<file path="src/vrl_consts.svh">
`ifndef VRL_CONSTS_SVH
`define VRL_CONSTS_SVH

// ----------------------------------------------------------------------
// Register map
// ----------------------------------------------------------------------
`define VRL_ADDR_MODE      12'h430
`define VRL_ADDR_TUNE      12'h434
`define VRL_ADDR_STAT      12'h438
`define VRL_ADDR_CBA       12'h559
`define VRL_ADDR_CBB       12'h55a

// ----------------------------------------------------------------------
// Field positions and reset values
// ----------------------------------------------------------------------
`define VRL_MODE_EN        0
`define VRL_MODE_CPLX      1
`define VRL_MODE_BW43      2
`define VRL_TUNE_MSB       3
`define VRL_CB0_LSB        0
`define VRL_CB1_LSB        4
`define VRL_CB2_LSB        0
`define VRL_STAT_FLAG      4
`define VRL_REG_RST        8'h00
`define VRL_TUNE_RL_MIN    4'h2
`define VRL_TUNE_RL_MAX    4'h6

// ----------------------------------------------------------------------
// Data path
// ----------------------------------------------------------------------
`define VRL_NCH            2
`define VRL_SMP_W          14
`define VRL_OUT_W          16
`define VRL_FIFO_DEPTH     16
`define VRL_MIX_SH         7
`define VRL_DECAY_SH       8
`define VRL_LVL_W          17
`define VRL_DROP_MAX       3'h5

// ----------------------------------------------------------------------
// Mask level thresholds: -30, -24, -18, -12 and -6 dBFS of 8191
// ----------------------------------------------------------------------
`define VRL_THR_M30        17'h00103
`define VRL_THR_M24        17'h00205
`define VRL_THR_M18        17'h00407
`define VRL_THR_M12        17'h00809
`define VRL_THR_M06        17'h01009

`endif

</file>
<file path="src/vrl_pkg.sv">
`default_nettype none

package vrl_pkg;

  typedef enum logic [1:0] {
    VRL_CB_NONE,
    VRL_CB_FLAG,
    VRL_CB_PEN_HI,
    VRL_CB_PEN_LO
  } vrl_cb_sel_e;

  typedef logic [2:0] vrl_drop_t;

endpackage

`default_nettype wire

</file>
<file path="src/vrl_stream_if.sv">
`default_nettype none

interface vrl_stream_if #(
  parameter int W = 32
) ();
  logic [W-1:0] data;
  logic         valid;
  logic         ready;

  modport src (output data, output valid, input ready);
  modport snk (input data, input valid, output ready);
endinterface

`default_nettype wire

</file>
<file path="src/vrl_fifo.sv">
`default_nettype none

module vrl_fifo #(
  parameter int W     = 32,
  parameter int DEPTH = 16
) (
  input  wire logic   sys_clk_in,
  input  wire logic   rstn_in,
  vrl_stream_if.snk   push_s,
  vrl_stream_if.src   pop_s
);

  localparam int AW = $clog2(DEPTH);

  logic [W-1:0] mem_q [DEPTH];
  logic [AW-1:0] wr_ptr_q;
  logic [AW-1:0] rd_ptr_q;
  logic [AW:0]   count_q;
  logic          do_push;
  logic          do_pop;

  assign push_s.ready = (count_q != (AW+1)'(DEPTH));
  assign pop_s.valid  = (count_q != '0);
  assign pop_s.data   = mem_q[rd_ptr_q];
  assign do_push      = push_s.valid && push_s.ready;
  assign do_pop       = pop_s.valid && pop_s.ready;

  always_ff @(posedge sys_clk_in) begin
    if (do_push) begin
      mem_q[wr_ptr_q] <= push_s.data;
    end
  end

  always_ff @(posedge sys_clk_in or negedge rstn_in) begin
    if (!rstn_in) begin
      wr_ptr_q <= '0;
      rd_ptr_q <= '0;
      count_q  <= '0;
    end else begin
      if (do_push) begin
        wr_ptr_q <= wr_ptr_q + 1'b1;
      end
      if (do_pop) begin
        rd_ptr_q <= rd_ptr_q + 1'b1;
      end
      if (do_push && !do_pop) begin
        count_q <= count_q + 1'b1;
      end else if (do_pop && !do_push) begin
        count_q <= count_q - 1'b1;
      end
    end
  end

endmodule

`default_nettype wire

</file>
<file path="src/vrl_zone_meter.sv">
`include "vrl_consts.svh"
`default_nettype none

module vrl_zone_meter (
  input  wire logic                          sys_clk_in,
  input  wire logic                          rstn_in,
  input  wire logic                          sample_en_in,
  input  wire logic                          enable_in,
  input  wire logic                          complex_in,
  input  wire logic                          bw43_in,
  input  wire logic [`VRL_TUNE_MSB:0]        tune_in,
  input  wire logic signed [`VRL_SMP_W-1:0]  i_in,
  input  wire logic signed [`VRL_SMP_W-1:0]  q_in,
  output logic [`VRL_LVL_W-1:0]              peak_out
);

  // ----------------------------------------------------------------------
  // Mixer table
  // ----------------------------------------------------------------------
  function automatic logic signed [7:0] cos_lut(input logic [3:0] p);
    case (p)
      4'h0: cos_lut = 8'sh7f;
      4'h1: cos_lut = 8'sh75;
      4'h2: cos_lut = 8'sh5a;
      4'h3: cos_lut = 8'sh31;
      4'h4: cos_lut = 8'sh00;
      4'h5: cos_lut = 8'shcf;
      4'h6: cos_lut = 8'sha6;
      4'h7: cos_lut = 8'sh8b;
      4'h8: cos_lut = 8'sh81;
      4'h9: cos_lut = 8'sh8b;
      4'ha: cos_lut = 8'sha6;
      4'hb: cos_lut = 8'shcf;
      4'hc: cos_lut = 8'sh00;
      4'hd: cos_lut = 8'sh31;
      4'he: cos_lut = 8'sh5a;
      default: cos_lut = 8'sh75;
    endcase
  endfunction

  // ----------------------------------------------------------------------
  // Mask zone estimate
  // ----------------------------------------------------------------------
  // The passband is shifted to DC and a first difference rejects it; this
  // is a coarse estimate traded for area against a true band filter.
  logic [3:0]                    phase_q;
  logic signed [`VRL_SMP_W-1:0]  q_eff;
  logic signed [22:0]            mix_full;
  logic signed [15:0]            mix;
  logic signed [15:0]            mix_prev_q;
  logic signed [16:0]            diff;
  logic [16:0]                   mag;
  logic [16:0]                   mag_bw;

  assign q_eff    = complex_in ? q_in : '0;
  assign mix_full = 23'(i_in * cos_lut(phase_q)) + 23'(q_eff * cos_lut(phase_q - 4'h4));
  assign mix      = 16'(mix_full >>> `VRL_MIX_SH);
  assign diff     = 17'(mix) - 17'(mix_prev_q);
  assign mag      = diff[16] ? 17'(-diff) : 17'(diff);
  assign mag_bw   = (complex_in && bw43_in) ? (mag >> 1) : mag;

  always_ff @(posedge sys_clk_in or negedge rstn_in) begin
    if (!rstn_in) begin
      phase_q    <= '0;
      mix_prev_q <= '0;
    end else if (sample_en_in) begin
      phase_q    <= phase_q + tune_in;
      mix_prev_q <= mix;
    end
  end

  // Peak hold with slow decay so resolution recovers gradually.
  always_ff @(posedge sys_clk_in or negedge rstn_in) begin
    if (!rstn_in) begin
      peak_out <= '0;
    end else if (!enable_in) begin
      peak_out <= '0;
    end else if (sample_en_in) begin
      if (mag_bw > peak_out) begin
        peak_out <= mag_bw;
      end else begin
        peak_out <= peak_out - (peak_out >> `VRL_DECAY_SH);
      end
    end
  end

endmodule

`default_nettype wire

</file>
<file path="src/vrl_limiter.sv">
// Operation
// - Keep 14 bits in passband, never fewer than 9 bits anywhere.
// - No attenuation; only the output resolution is lowered.
// - Each channel has its own enable and configuration registers.
// - Complex mode offers 25% or 43% bandwidth; real mode only 25%.
// - Mode and bandwidth come from the mode register and shape the mask.
// - Peak level in the mask zones decides how many bits to remove.
// - Penalty code and flag may be placed in the stream as control bits.
// - Flag fits any control bit; 1 when reduced, 0 at full resolution.
// - Penalty 00=14, 01=13, 10=12 or 11, 11=10 or 9 bits.
// - Mask level at or below -30 dBFS keeps full resolution.
// - One bit dropped per 6 dB above -30 dBFS, down to 9 bits.
// - Center tuning code sits in bits 3 to 0 of the tuning register.
// - Complex mode centers step by fs/16 over the whole band.
// - Real mode accepts tuning codes 2 to 6 only; other codes are stored but clamped to 2 or 6.
// - Real mode code n centers at n/16 with quarter-rate passband.
`include "vrl_consts.svh"
`default_nettype none

module vrl_limiter (
  input  wire logic                                  sys_clk_in,
  input  wire logic                                  rstn_in,
  input  wire logic [11:0]                           reg_addr_in,
  input  wire logic [`VRL_NCH-1:0]                   reg_chan_in,
  input  wire logic                                  reg_wr_in,
  input  wire logic                                  reg_rd_in,
  input  wire logic [7:0]                            reg_wdata_in,
  output logic [7:0]                                 reg_rdata_out,
  input  wire logic                                  smp_valid_in,
  output logic                                       smp_ready_out,
  input  wire logic [`VRL_NCH*`VRL_SMP_W-1:0]        smp_data_in,
  output logic                                       out_valid_out,
  input  wire logic                                  out_ready_in,
  output logic [`VRL_NCH*`VRL_OUT_W-1:0]             out_data_out,
  output logic [`VRL_NCH-1:0]                        reduced_out
);

  // ----------------------------------------------------------------------
  // Control bit selection
  // ----------------------------------------------------------------------
  function automatic logic cb_pick(input logic [1:0] sel,
                                   input logic       flag,
                                   input logic [1:0] pen);
    case (vrl_pkg::vrl_cb_sel_e'(sel))
      vrl_pkg::VRL_CB_NONE:   cb_pick = 1'b0;
      vrl_pkg::VRL_CB_FLAG:   cb_pick = flag;
      vrl_pkg::VRL_CB_PEN_HI: cb_pick = pen[1];
      vrl_pkg::VRL_CB_PEN_LO: cb_pick = pen[0];
      default:                cb_pick = 1'b0;
    endcase
  endfunction

  // ----------------------------------------------------------------------
  // Stream handshake
  // ----------------------------------------------------------------------
  vrl_stream_if #(.W(`VRL_NCH*`VRL_OUT_W)) push_s ();
  vrl_stream_if #(.W(`VRL_NCH*`VRL_OUT_W)) pop_s ();

  logic sample_en;

  // A full FIFO stalls the meters as well, so no sample is measured twice.
  assign sample_en     = smp_valid_in && push_s.ready;
  assign smp_ready_out = push_s.ready;
  assign push_s.valid  = smp_valid_in;
  assign out_valid_out = pop_s.valid;
  assign out_data_out  = pop_s.data;
  assign pop_s.ready   = out_ready_in;

  vrl_fifo #(
    .W     (`VRL_NCH*`VRL_OUT_W),
    .DEPTH (`VRL_FIFO_DEPTH)
  ) u_fifo (
    .sys_clk_in (sys_clk_in),
    .rstn_in    (rstn_in),
    .push_s     (push_s),
    .pop_s      (pop_s)
  );

  // ----------------------------------------------------------------------
  // Per channel registers, meter and output shaping
  // ----------------------------------------------------------------------
  logic [7:0]                    mode_q [`VRL_NCH];
  logic [7:0]                    tune_q [`VRL_NCH];
  logic [7:0]                    cba_q  [`VRL_NCH];
  logic [7:0]                    cbb_q  [`VRL_NCH];
  logic [7:0]                    stat   [`VRL_NCH];
  logic [`VRL_SMP_W-1:0]         smp    [`VRL_NCH];
  logic [`VRL_OUT_W-1:0]         word   [`VRL_NCH];

  genvar ch;
  generate
    for (ch = 0; ch < `VRL_NCH; ch++) begin : g_ch
      logic                          wr_sel;
      logic                          en;
      logic                          cplx;
      logic                          bw43;
      logic [`VRL_TUNE_MSB:0]        tune_eff;
      logic [`VRL_LVL_W-1:0]         peak;
      vrl_pkg::vrl_drop_t            drop_d;
      vrl_pkg::vrl_drop_t            drop_q;
      logic [1:0]                    pen;
      logic                          flag;
      logic [`VRL_SMP_W-1:0]         keep_mask;
      logic [`VRL_SMP_W-1:0]         masked;
      logic                          cb0;
      logic                          cb1;
      logic                          cb2;
      logic                          cb2_on;

      assign wr_sel = reg_wr_in && reg_chan_in[ch];

      // Each channel latches only writes addressed to it.
      always_ff @(posedge sys_clk_in or negedge rstn_in) begin
        if (!rstn_in) begin
          mode_q[ch] <= `VRL_REG_RST;
          tune_q[ch] <= `VRL_REG_RST;
          cba_q[ch]  <= `VRL_REG_RST;
          cbb_q[ch]  <= `VRL_REG_RST;
        end else if (wr_sel) begin
          case (reg_addr_in)
            `VRL_ADDR_MODE: mode_q[ch] <= reg_wdata_in;
            `VRL_ADDR_TUNE: tune_q[ch] <= reg_wdata_in;
            `VRL_ADDR_CBA:  cba_q[ch]  <= reg_wdata_in;
            `VRL_ADDR_CBB:  cbb_q[ch]  <= reg_wdata_in;
            default: begin
            end
          endcase
        end
      end

      assign en   = mode_q[ch][`VRL_MODE_EN];
      assign cplx = mode_q[ch][`VRL_MODE_CPLX];
      // Real mode has only the quarter-rate band.
      assign bw43 = cplx && mode_q[ch][`VRL_MODE_BW43];

      // Out-of-range real codes are clamped rather than trusted.
      always_comb begin
        tune_eff = tune_q[ch][`VRL_TUNE_MSB:0];
        if (!cplx) begin
          if (tune_eff < `VRL_TUNE_RL_MIN) begin
            tune_eff = `VRL_TUNE_RL_MIN;
          end else if (tune_eff > `VRL_TUNE_RL_MAX) begin
            tune_eff = `VRL_TUNE_RL_MAX;
          end
        end
      end

      assign smp[ch] = smp_data_in[ch*`VRL_SMP_W +: `VRL_SMP_W];

      // Channel 0 is taken as I and channel 1 as Q in complex mode.
      vrl_zone_meter u_meter (
        .sys_clk_in   (sys_clk_in),
        .rstn_in      (rstn_in),
        .sample_en_in (sample_en),
        .enable_in    (en),
        .complex_in   (cplx),
        .bw43_in      (bw43),
        .tune_in      (tune_eff),
        .i_in         (smp[ch == 0 ? 0 : (cplx ? 0 : ch)]),
        .q_in         (smp[ch == 0 ? (`VRL_NCH-1) : ch]),
        .peak_out     (peak)
      );

      // Count the thresholds the mask peak exceeds.
      always_comb begin
        drop_d = 3'h0;
        if (peak > `VRL_THR_M30) begin
          drop_d = 3'h1;
        end
        if (peak > `VRL_THR_M24) begin
          drop_d = 3'h2;
        end
        if (peak > `VRL_THR_M18) begin
          drop_d = 3'h3;
        end
        if (peak > `VRL_THR_M12) begin
          drop_d = 3'h4;
        end
        if (peak > `VRL_THR_M06) begin
          drop_d = `VRL_DROP_MAX;
        end
        if (!en) begin
          drop_d = 3'h0;
        end
      end

      always_ff @(posedge sys_clk_in or negedge rstn_in) begin
        if (!rstn_in) begin
          drop_q <= 3'h0;
        end else begin
          drop_q <= drop_d;
        end
      end

      always_comb begin
        case (drop_q)
          3'h0:    pen = 2'h0;
          3'h1:    pen = 2'h1;
          3'h2:    pen = 2'h2;
          3'h3:    pen = 2'h2;
          default: pen = 2'h3;
        endcase
      end

      assign flag      = (drop_q != 3'h0);
      assign keep_mask = {`VRL_SMP_W{1'b1}} << drop_q;
      // The sample keeps its scale; only low bits are cleared.
      assign masked    = smp[ch] & keep_mask;

      assign cb0    = en && cb_pick(cba_q[ch][`VRL_CB0_LSB +: 2], flag, pen);
      assign cb1    = en && cb_pick(cba_q[ch][`VRL_CB1_LSB +: 2], flag, pen);
      assign cb2    = cb_pick(cbb_q[ch][`VRL_CB2_LSB +: 2], flag, pen);
      // A third control bit takes the sample LSB, hence resolution 13.
      assign cb2_on = en && (cbb_q[ch][`VRL_CB2_LSB +: 2] != 2'h0);

      assign word[ch] = {masked[`VRL_SMP_W-1:1], cb2_on ? cb2 : masked[0], cb1, cb0};
      assign push_s.data[ch*`VRL_OUT_W +: `VRL_OUT_W] = word[ch];

      assign stat[ch]    = {3'h0, flag, 1'b0, drop_q};
      assign reduced_out[ch] = flag;
    end
  endgenerate

  // ----------------------------------------------------------------------
  // Register read
  // ----------------------------------------------------------------------
  logic       rd_ch;
  logic [7:0] rdata_d;

  // Reads come from channel 0 if it is selected, else channel 1; unmapped offsets read 0.
  assign rd_ch = reg_chan_in[0] ? 1'b0 : 1'b1;

  always_comb begin
    case (reg_addr_in)
      `VRL_ADDR_MODE: rdata_d = mode_q[rd_ch];
      `VRL_ADDR_TUNE: rdata_d = tune_q[rd_ch];
      `VRL_ADDR_STAT: rdata_d = stat[rd_ch];
      `VRL_ADDR_CBA:  rdata_d = cba_q[rd_ch];
      `VRL_ADDR_CBB:  rdata_d = cbb_q[rd_ch];
      default:        rdata_d = 8'h00;
    endcase
  end

  always_ff @(posedge sys_clk_in or negedge rstn_in) begin
    if (!rstn_in) begin
      reg_rdata_out <= 8'h00;
    end else if (reg_rd_in) begin
      reg_rdata_out <= rdata_d;
    end
  end

endmodule

`default_nettype wire

</file>
<file path="config.mk">
export PLATFORM = sky130hd
export DESIGN_NAME = vrl_limiter
export DESIGN_NICKNAME = d
export VERILOG_FILES = /design/src/vrl_pkg.sv /design/src/vrl_stream_if.sv /design/src/vrl_fifo.sv /design/src/vrl_zone_meter.sv /design/src/vrl_limiter.sv
export VERILOG_INCLUDE_DIRS = /design/src
export SDC_FILE = /design/constraint.sdc
export NUM_CORES = 2
export LEC_CHECK = 0
export BUFFER_PORTS_ARGS = -buffer_cell sky130_fd_sc_hd__buf_2
export CORE_UTILIZATION = 55
export CTS_CLUSTER_SIZE = 30
export DETAILED_ROUTE_END_ITERATION = 6
export GPL_ROUTABILITY_DRIVEN = 1
export HOLD_SLACK_MARGIN = 0.02
export PLACE_DENSITY = 0.71
export SLEW_MARGIN = 20
export SYNTH_ARGS = -nofsm -noshare
export SYNTH_HDL_FRONTEND = slang
export SYNTH_SLANG_ARGS = --single-unit
</file>
<file path="constraint.sdc">
create_clock -name sys_clk_in -period 16.6 [get_ports sys_clk_in]
set_input_delay 3.32 -clock sys_clk_in [delete_from_list [all_inputs] [get_ports sys_clk_in]]
set_output_delay 3.32 -clock sys_clk_in [all_outputs]
set_load 0.02 [all_outputs]
</file>
======== Word level (Yosys, flattened, before mapping) ========
Memory sizes are Yosys's and may differ from the RTL's.
Index checks and enable logic that the tools add are counted.
Widths: inputs -> output; s select.
word-level totals
  register bits after elaboration ......... 165
  RAM bits ................................ 512
  memory bits (read-only) ................. 512
  output and inout port bits .............. 44
  logic and storage cells ................. 208
  memories ................................ 5
memory list
  name              depth  bits a word  read ports  clocked after memory_dff  write ports  line                  source
  u_fifo.mem_q      16     32           1           0                         1            vrl_fifo.sv:15        logic [W-1:0] mem_q [DEPTH];
  (name not given)  16     8            1           0                         0            vrl_zone_meter.sv:21  case (p)
  (name not given)  16     8            1           0                         0            vrl_zone_meter.sv:21
  (name not given)  16     8            1           0                         0            vrl_zone_meter.sv:21
  (name not given)  16     8            1           0                         0            vrl_zone_meter.sv:21
cells by class
  add/sub/neg operators ................... 16
  multiply operators ...................... 4
  order comparisons ....................... 18
  eq/ne operators ......................... 32
  shift operators ......................... 2
  muxes and demuxes ....................... 65
  bitwise operators ....................... 4
  reductions and logical operators ........ 42
operator list
  kind                   count
  $mux 17                10
  $mux 8                 14
  $mul 14x8->22          4
  $mux 14                5
  $eq 12x11->1 const B   5
  $add 22x22->23         2
  $pmux 8 s5             1
  $gt 17x10->1 const B   2
  $gt 17x11->1 const B   2
  $gt 17x12->1 const B   2
  $gt 17x13->1 const B   2
  $gt 17x17->1           2
  $gt 17x9->1 const B    2
  $neg 17->17            2
  $sub 16x16->17         2
  $sub 17x9->17          2
  $ge 32x2->1 const B    1
  $not 1->32             1
  $mux 3                 10
  $and 14x14->14         2
  $shl 14x3->14 const A  2
  $eq 2x2->1 const B     12
  $mux 4                 6
  $pmux 1 s4             6
  26 further kinds       84

======== Longest topological paths before layout ========
  depth after elaboration ................. 15
  mapped depth ............................ 54
  gate-level depth less buffers ........... 51

======== Hierarchy ========
Synthesis repeated with hierarchy kept, for this count alone.
second synthesis, totals
  cell total of the unflattened synthesis .. 4,486
  area, all modules ....................... 50,704.9 sq um
by module, submodules not included
  module                             times used  cells an instance  area an instance (sq um)  sequential area each (sq um)
  vrl_fifo                           1           1,005              20,392.1                  15,700.1
  vrl_zone_meter at g_ch[1].u_meter  1           1,546              12,851.1                  925.9
  vrl_zone_meter at g_ch[0].u_meter  1           1,545              12,834.8                  925.9
  vrl_limiter                        1           390                4,626.9                   1,951.9

======== Worst setup path after synthesis ========
Ideal clock, no wire load.
  kind .................................... in2reg
  from .................................... in smp_data_in[18]
  to ...................................... reg g_ch[1].u_meter.peak_out[10]
  library setup time ...................... 78 ps
  data arrival time ....................... 13,698 ps
  required time ........................... 16,522 ps
  slack ................................... 2,824 ps
  stages .................................. 38
  cells stage by stage .................... clkbuf_1 mux2i_1 nor2_1 fa_1 inv_1 fa_1 inv_1 fa_1 fa_1 fa_1 fa_1 ha_1 nand4b_1 nor4_1 a2111o_1 nor3b_1 or3_1 a21oi_1 (+2 left out) ha_1 or4_4 o221ai_1 o311ai_1 a211oi_2 or3b_1 or2_1 or4_4 mux2i_1 ha_1 nand4_1 or2_2 o41ai_1 clkbuf_1 o311ai_0 o41ai_1 a21oi_1 a21oi_1
on the way
  longest elaborated chain between the ends .. 13
ends and longest elaborated chain
  item                              line                  source
  start, declared                   vrl_limiter.sv:31     input wire logic [`VRL_NCH*`VRL_SMP_W-1:0] smp_data_in,
  $mux 14 (3 in a row)              vrl_limiter.sv:159    .i_in (smp[ch == 0 ? 0 : (cplx ? 0 : ch)]),
  $mul 14x8->22                     vrl_zone_meter.sv:56  assign mix_full = 23'(i_in * cos_lut(phase_q)) + 23'(q_eff * cos_lut(phase_q - 4'h4));
  $add 22x22->23 (*)                vrl_zone_meter.sv:56
  via g_ch[1].u_meter.mix_full[14]  vrl_zone_meter.sv:48  logic signed [22:0] mix_full;
  $sub 16x16->17 (*)                vrl_zone_meter.sv:58  assign diff = 17'(mix) - 17'(mix_prev_q);
  $neg 17->17                       vrl_zone_meter.sv:59  assign mag = diff[16] ? 17'(-diff) : 17'(diff);
  $mux 17 (*)                       vrl_zone_meter.sv:59
  $mux 17 (*)                       vrl_zone_meter.sv:60  assign mag_bw = (complex_in && bw43_in) ? (mag >> 1) : mag;
  $gt 17x17->1                      vrl_zone_meter.sv:79  if (mag_bw > peak_out) begin
  $mux 17 (*)                       vrl_zone_meter.sv:79
  $mux 17 (*)                       vrl_zone_meter.sv:78  end else if (sample_en_in) begin
  $mux 17 (*)                       vrl_zone_meter.sv:76  end else if (!enable_in) begin
  end signal, assigned              vrl_zone_meter.sv:80  peak_out <= mag_bw;
  end signal, assigned              vrl_zone_meter.sv:82  peak_out <= peak_out - (peak_out >> `VRL_DECAY_SH);
  end, declared                     vrl_zone_meter.sv:14  output logic [`VRL_LVL_W-1:0] peak_out
Mark *: on every way through the listed nets, which the timed path passes. The rest lies on a longest branch. The select of a mux whose other input is x is not followed.
A chain may end at the register's enable or synchronous reset.

======== Worst setup path after layout ========
  from .................................... in smp_data_in[4]
  to ...................................... reg g_ch[1].u_meter.peak_out[10]
on the way
  longest elaborated chain between the ends .. 13
ends and longest elaborated chain
  item                              line
  $mux 14 (*) (3 in a row)          vrl_limiter.sv:159
  $mul 14x8->22 (*)                 vrl_zone_meter.sv:56
  $add 22x22->23 (*)                vrl_zone_meter.sv:56
  via g_ch[1].u_meter.mix_full[15]  vrl_zone_meter.sv:48
  $sub 16x16->17 (*)                vrl_zone_meter.sv:58
  $neg 17->17                       vrl_zone_meter.sv:59
  $mux 17 (*)                       vrl_zone_meter.sv:59
  $mux 17 (*)                       vrl_zone_meter.sv:60
  $gt 17x17->1                      vrl_zone_meter.sv:79
  $mux 17 (*)                       vrl_zone_meter.sv:79
  $mux 17 (*)                       vrl_zone_meter.sv:78
  $mux 17 (*)                       vrl_zone_meter.sv:76
Marked as above.

==> results.sh <==
export IMPL_cts_tree="done"
export IMPL_initial_utilization=0.5545
export IMPL_worst_pin_slew_ns=1.080
export IMPL_r2r_cells=43
export IMPL_timing_rr_end="g_ch[1].u_meter.peak_out[10]"
export IMPL_hold_class="flop to flop"
export IMPL_cts_root_buf="clkbuf_16"
export IMPL_vias_per_cell=5.937
export IMPL_path_buf_inv=4
export IMPL_crit_top_cell="fa_1"
export IMPL_place_hpwl_um=88860
export IMPL_max_cap_violations=0
export IMPL_start_kind="primary input"
export IMPL_num_io_pins=100
export IMPL_antenna_found_initial=8
export IMPL_syn2layout_area_growth_pct=8.661
export IMPL_cts_num_sinks=677
export IMPL_tns_ns=0
export IMPL_worstPathRequired_ns=17.12
export IMPL_via_count=33160
export IMPL_drive_gt1_frac=0.1349
export IMPL_status="complete, no violations"
export IMPL_track_usage=0.2790
export IMPL_cts_buffer_depth=3
export IMPL_drt_antenna_violating_nets=0
export IMPL_hold_path_endpoint="u_fifo.count_q[4]"
export IMPL_endpoint_kind="flop"
export IMPL_post_drt_wl_per_cell_um=22.19
export IMPL_synth_seq_cells=677
export IMPL_place_congestion=0.9395
export IMPL_first_global_vias=34010
export IMPL_coreArea_um2=90010
export IMPL_fin_crit_ns=14.68
export IMPL_cpMaxStageDelayCell="o41ai_2"
export IMPL_cts_hold_buffers=0
export IMPL_drcViolationCount=0
export IMPL_crit_fanout=18
export IMPL_avgSynthCellArea_um2=11.62
export IMPL_die_width_um=303.2
export IMPL_async_flop_share=0.2437
export IMPL_syn_nets=5046
export IMPL_cts_htree_levels=3
export IMPL_crit_family="adder cells"
export IMPL_reg2reg_slack_ns=3.33
export IMPL_io_buffer_count=99
export IMPL_rsz0062_at_grt="no"
export IMPL_ys_flop_type="edfxtp_1"
export IMPL_clk_latency_ns=0.65
export IMPL_rows=110
export IMPL_setup_viol=0
export IMPL_synth_edff_count=512
export IMPL_slew_headroom=0.2800
export IMPL_fmax_mhz=68.10
export IMPL_grt_max_degree=70
export IMPL_synth_area_um2=49910
export IMPL_hp_start="u_fifo.count_q[4]"
export IMPL_cts_repair_resized=0
export IMPL_worst_endpoint_arrival_ns=15.21
export IMPL_synthCells=4296
export IMPL_ys_warnings_count=0
export IMPL_clock_skew_ns=0.03251
export IMPL_synth_cell_types=91
export IMPL_wl_um=123900
export IMPL_drt_iter0_markers=2705
export IMPL_nFillCells=7130
export IMPL_yosysSeqAreaShare=0.3908
export IMPL_die_y_um=303.2
export IMPL_clkTransAtPathRegs_ns=0.05
export IMPL_die_area_um2=91960
export IMPL_crit_reg2reg_launch="g_ch[1].u_meter.phase_q[0]"
export IMPL_post_cts_buffers=0
export IMPL_grt_first_pass_wirelength_um=195500
export IMPL_slew_viol_final=0
export IMPL_final_hold_violation_count=0
export IMPL_gr_total_overflow=0
export IMPL_whs_path_depth=1
export IMPL_cpPeakStageDelay_ns=0.96
export IMPL_fin_crit_sh=0.8846
export IMPL_nets=5096
export IMPL_cts_made_buffers=73
export IMPL_drt_pass1_iterations=6
export IMPL_worstSetupPathType="primary input to flop"
how the worst max path moves through the flow:
| stage | start | to | cells past startpoint | slack, ns |
|---|---|---|---|---|
| 3_3_place_gp | smp_data_in[27] | g_ch[0].u_meter.peak_out[16] | 39 | 1.48 |
| 6_report | smp_data_in[4] | g_ch[1].u_meter.peak_out[10] | 40 | 1.92 |
| 3_5_place_dp | smp_data_in[27] | g_ch[0].u_meter.peak_out[16] | 39 | 1.44 |
| 4_1_cts | smp_data_in[4] | g_ch[1].u_meter.peak_out[10] | 38 | 2.09 |
| 2_1_floorplan | smp_data_in[18] | g_ch[1].u_meter.peak_out[10] | 38 | 2.82 |
| 5_1_grt | smp_data_in[27] | g_ch[0].u_meter.peak_out[16] | 41 | 1.24 |
placed cells by master (no fill, tap or decap), types with 11 or more instances in the layout:
master,n
xor2_1,39
a31oi_1,24
a21oi_1,136
nand2_1,393
a221oi_1,11
o211ai_1,19
mux4_2,160
buf_4,62
nor2b_1,35
and3_1,15
a21o_1,45
nor2_4,12
buf_2,98
or3_1,14
or2_2,19
a211oi_1,21
ha_1,235
clkbuf_1,19
nor2_1,260
o21a_1,22
xnor2_1,89
mux2i_1,55
dfrtp_1,160
and2_1,79
mux2_2,92
nand3_1,77
o31ai_1,17
o22ai_1,20
nor3_1,50
fa_1,459
o21ai_0,130
a211o_1,11
clkbuf_16,76
nand2b_1,31
nand4_1,18
inv_1,656
edfxtp_1,512
cells by family after synthesis:
| group | Yosys count | synth area share |
|---|---|---|
| xor+xnor | 128 | 0.02246 |
| compound gates | 585 | 0.07764 |
| simple gates | 1060 | 0.09812 |
| mux | 307 | 0.1040 |
| fa+ha+maj | 694 | 0.2430 |
| buf+inv | 845 | 0.06402 |
| flops | 677 | 0.3908 |
state kept, by name, summed over array words and instances, names as in the netlist, 8 cells and up:
signal and cells:
tune_q 16, g_ch.u_meter.peak_out 34, g_ch.u_meter.mix_prev_q 32, cba_q 16
mode_q 12, g_ch.u_meter.phase_q 8, reg_rdata_out 8, u_fifo.mem_q 512
cbb_q 16
routing by layer:
| layer | GRT usage | part of all wire |
|---|---|---|
| met1 | 0.3712 | 0.41 |
| met2 | 0.4671 | 0.49 |
| met3 | 0.04491 | 0.067 |
| met4 | 0.09512 | 0.029 |
| met5 | 0 | 0.00043 |
layout make-up:
type	instances	area (um2)	area share
tap	1176	1471	0.02713
multi-input combinational	2774	27360	0.5045
clock buffer	101	2056	0.03790
antenna	7	17.52	0.0003230
sequential	677	19520	0.3598
timing repair buffer	161	967.2	0.01783
clock inverter	30	372.9	0.006875
inverter	659	2475	0.04563
cell usage after synthesis (18+ instances only):
| master | n | area share |
|---|---|---|
| a31oi_1 | 25 | 0.0031 |
| nand2_1 | 393 | 0.030 |
| a21o_1 | 45 | 0.0068 |
| a21oi_1 | 138 | 0.014 |
| nand2b_1 | 31 | 0.0039 |
| xor2_1 | 39 | 0.0068 |
| ha_1 | 235 | 0.059 |
| or2_2 | 19 | 0.0024 |
| o22ai_1 | 20 | 0.0025 |
| nand3_1 | 77 | 0.0077 |
| o21a_1 | 22 | 0.0033 |
| edfxtp_1 | 512 | 0.31 |
| nand4_1 | 18 | 0.0023 |
| nor2b_1 | 35 | 0.0044 |
| dfrtp_1 | 165 | 0.083 |
| o21ai_0 | 130 | 0.013 |
| mux4_2 | 160 | 0.072 |
| inv_1 | 657 | 0.049 |
| xnor2_1 | 89 | 0.016 |
| clkbuf_1 | 141 | 0.011 |
| a211oi_1 | 22 | 0.0033 |
| mux2_2 | 92 | 0.021 |
| fa_1 | 459 | 0.18 |
| mux2i_1 | 55 | 0.011 |
| nor3_1 | 54 | 0.0054 |
| nor2_1 | 272 | 0.020 |
| o211ai_1 | 19 | 0.0029 |
| and2_1 | 79 | 0.0099 |
| buf_1 | 37 | 0.0028 |
metrics by stage:
| step | hold WS [ns] | std cells | area [um2] | setup slack [ns] | utilization |
|---|---|---|---|---|---|
| 2_1_floorplan | 0.4543 | 4296 | 49910 | 2.824 | - |
| 3_3_place_gp | 0.4706 | 5447 | 51770 | 1.485 | 0.5751 |
| 3_5_place_dp | 0.4767 | 5447 | 51790 | 1.440 | 0.5754 |
| 4_1_cts | 0.4833 | 5578 | 54220 | 2.088 | 0.6023 |
| 5_1_grt | 0.5242 | 5579 | 54220 | 1.236 | 0.6024 |
| 6_report | 0.4812 | 5585 | 54230 | 1.916 | 0.6025 |
Power is left out: the tool's default activity adds up to more than one toggle a clock period on the data nets, which glitch-free logic cannot reach.
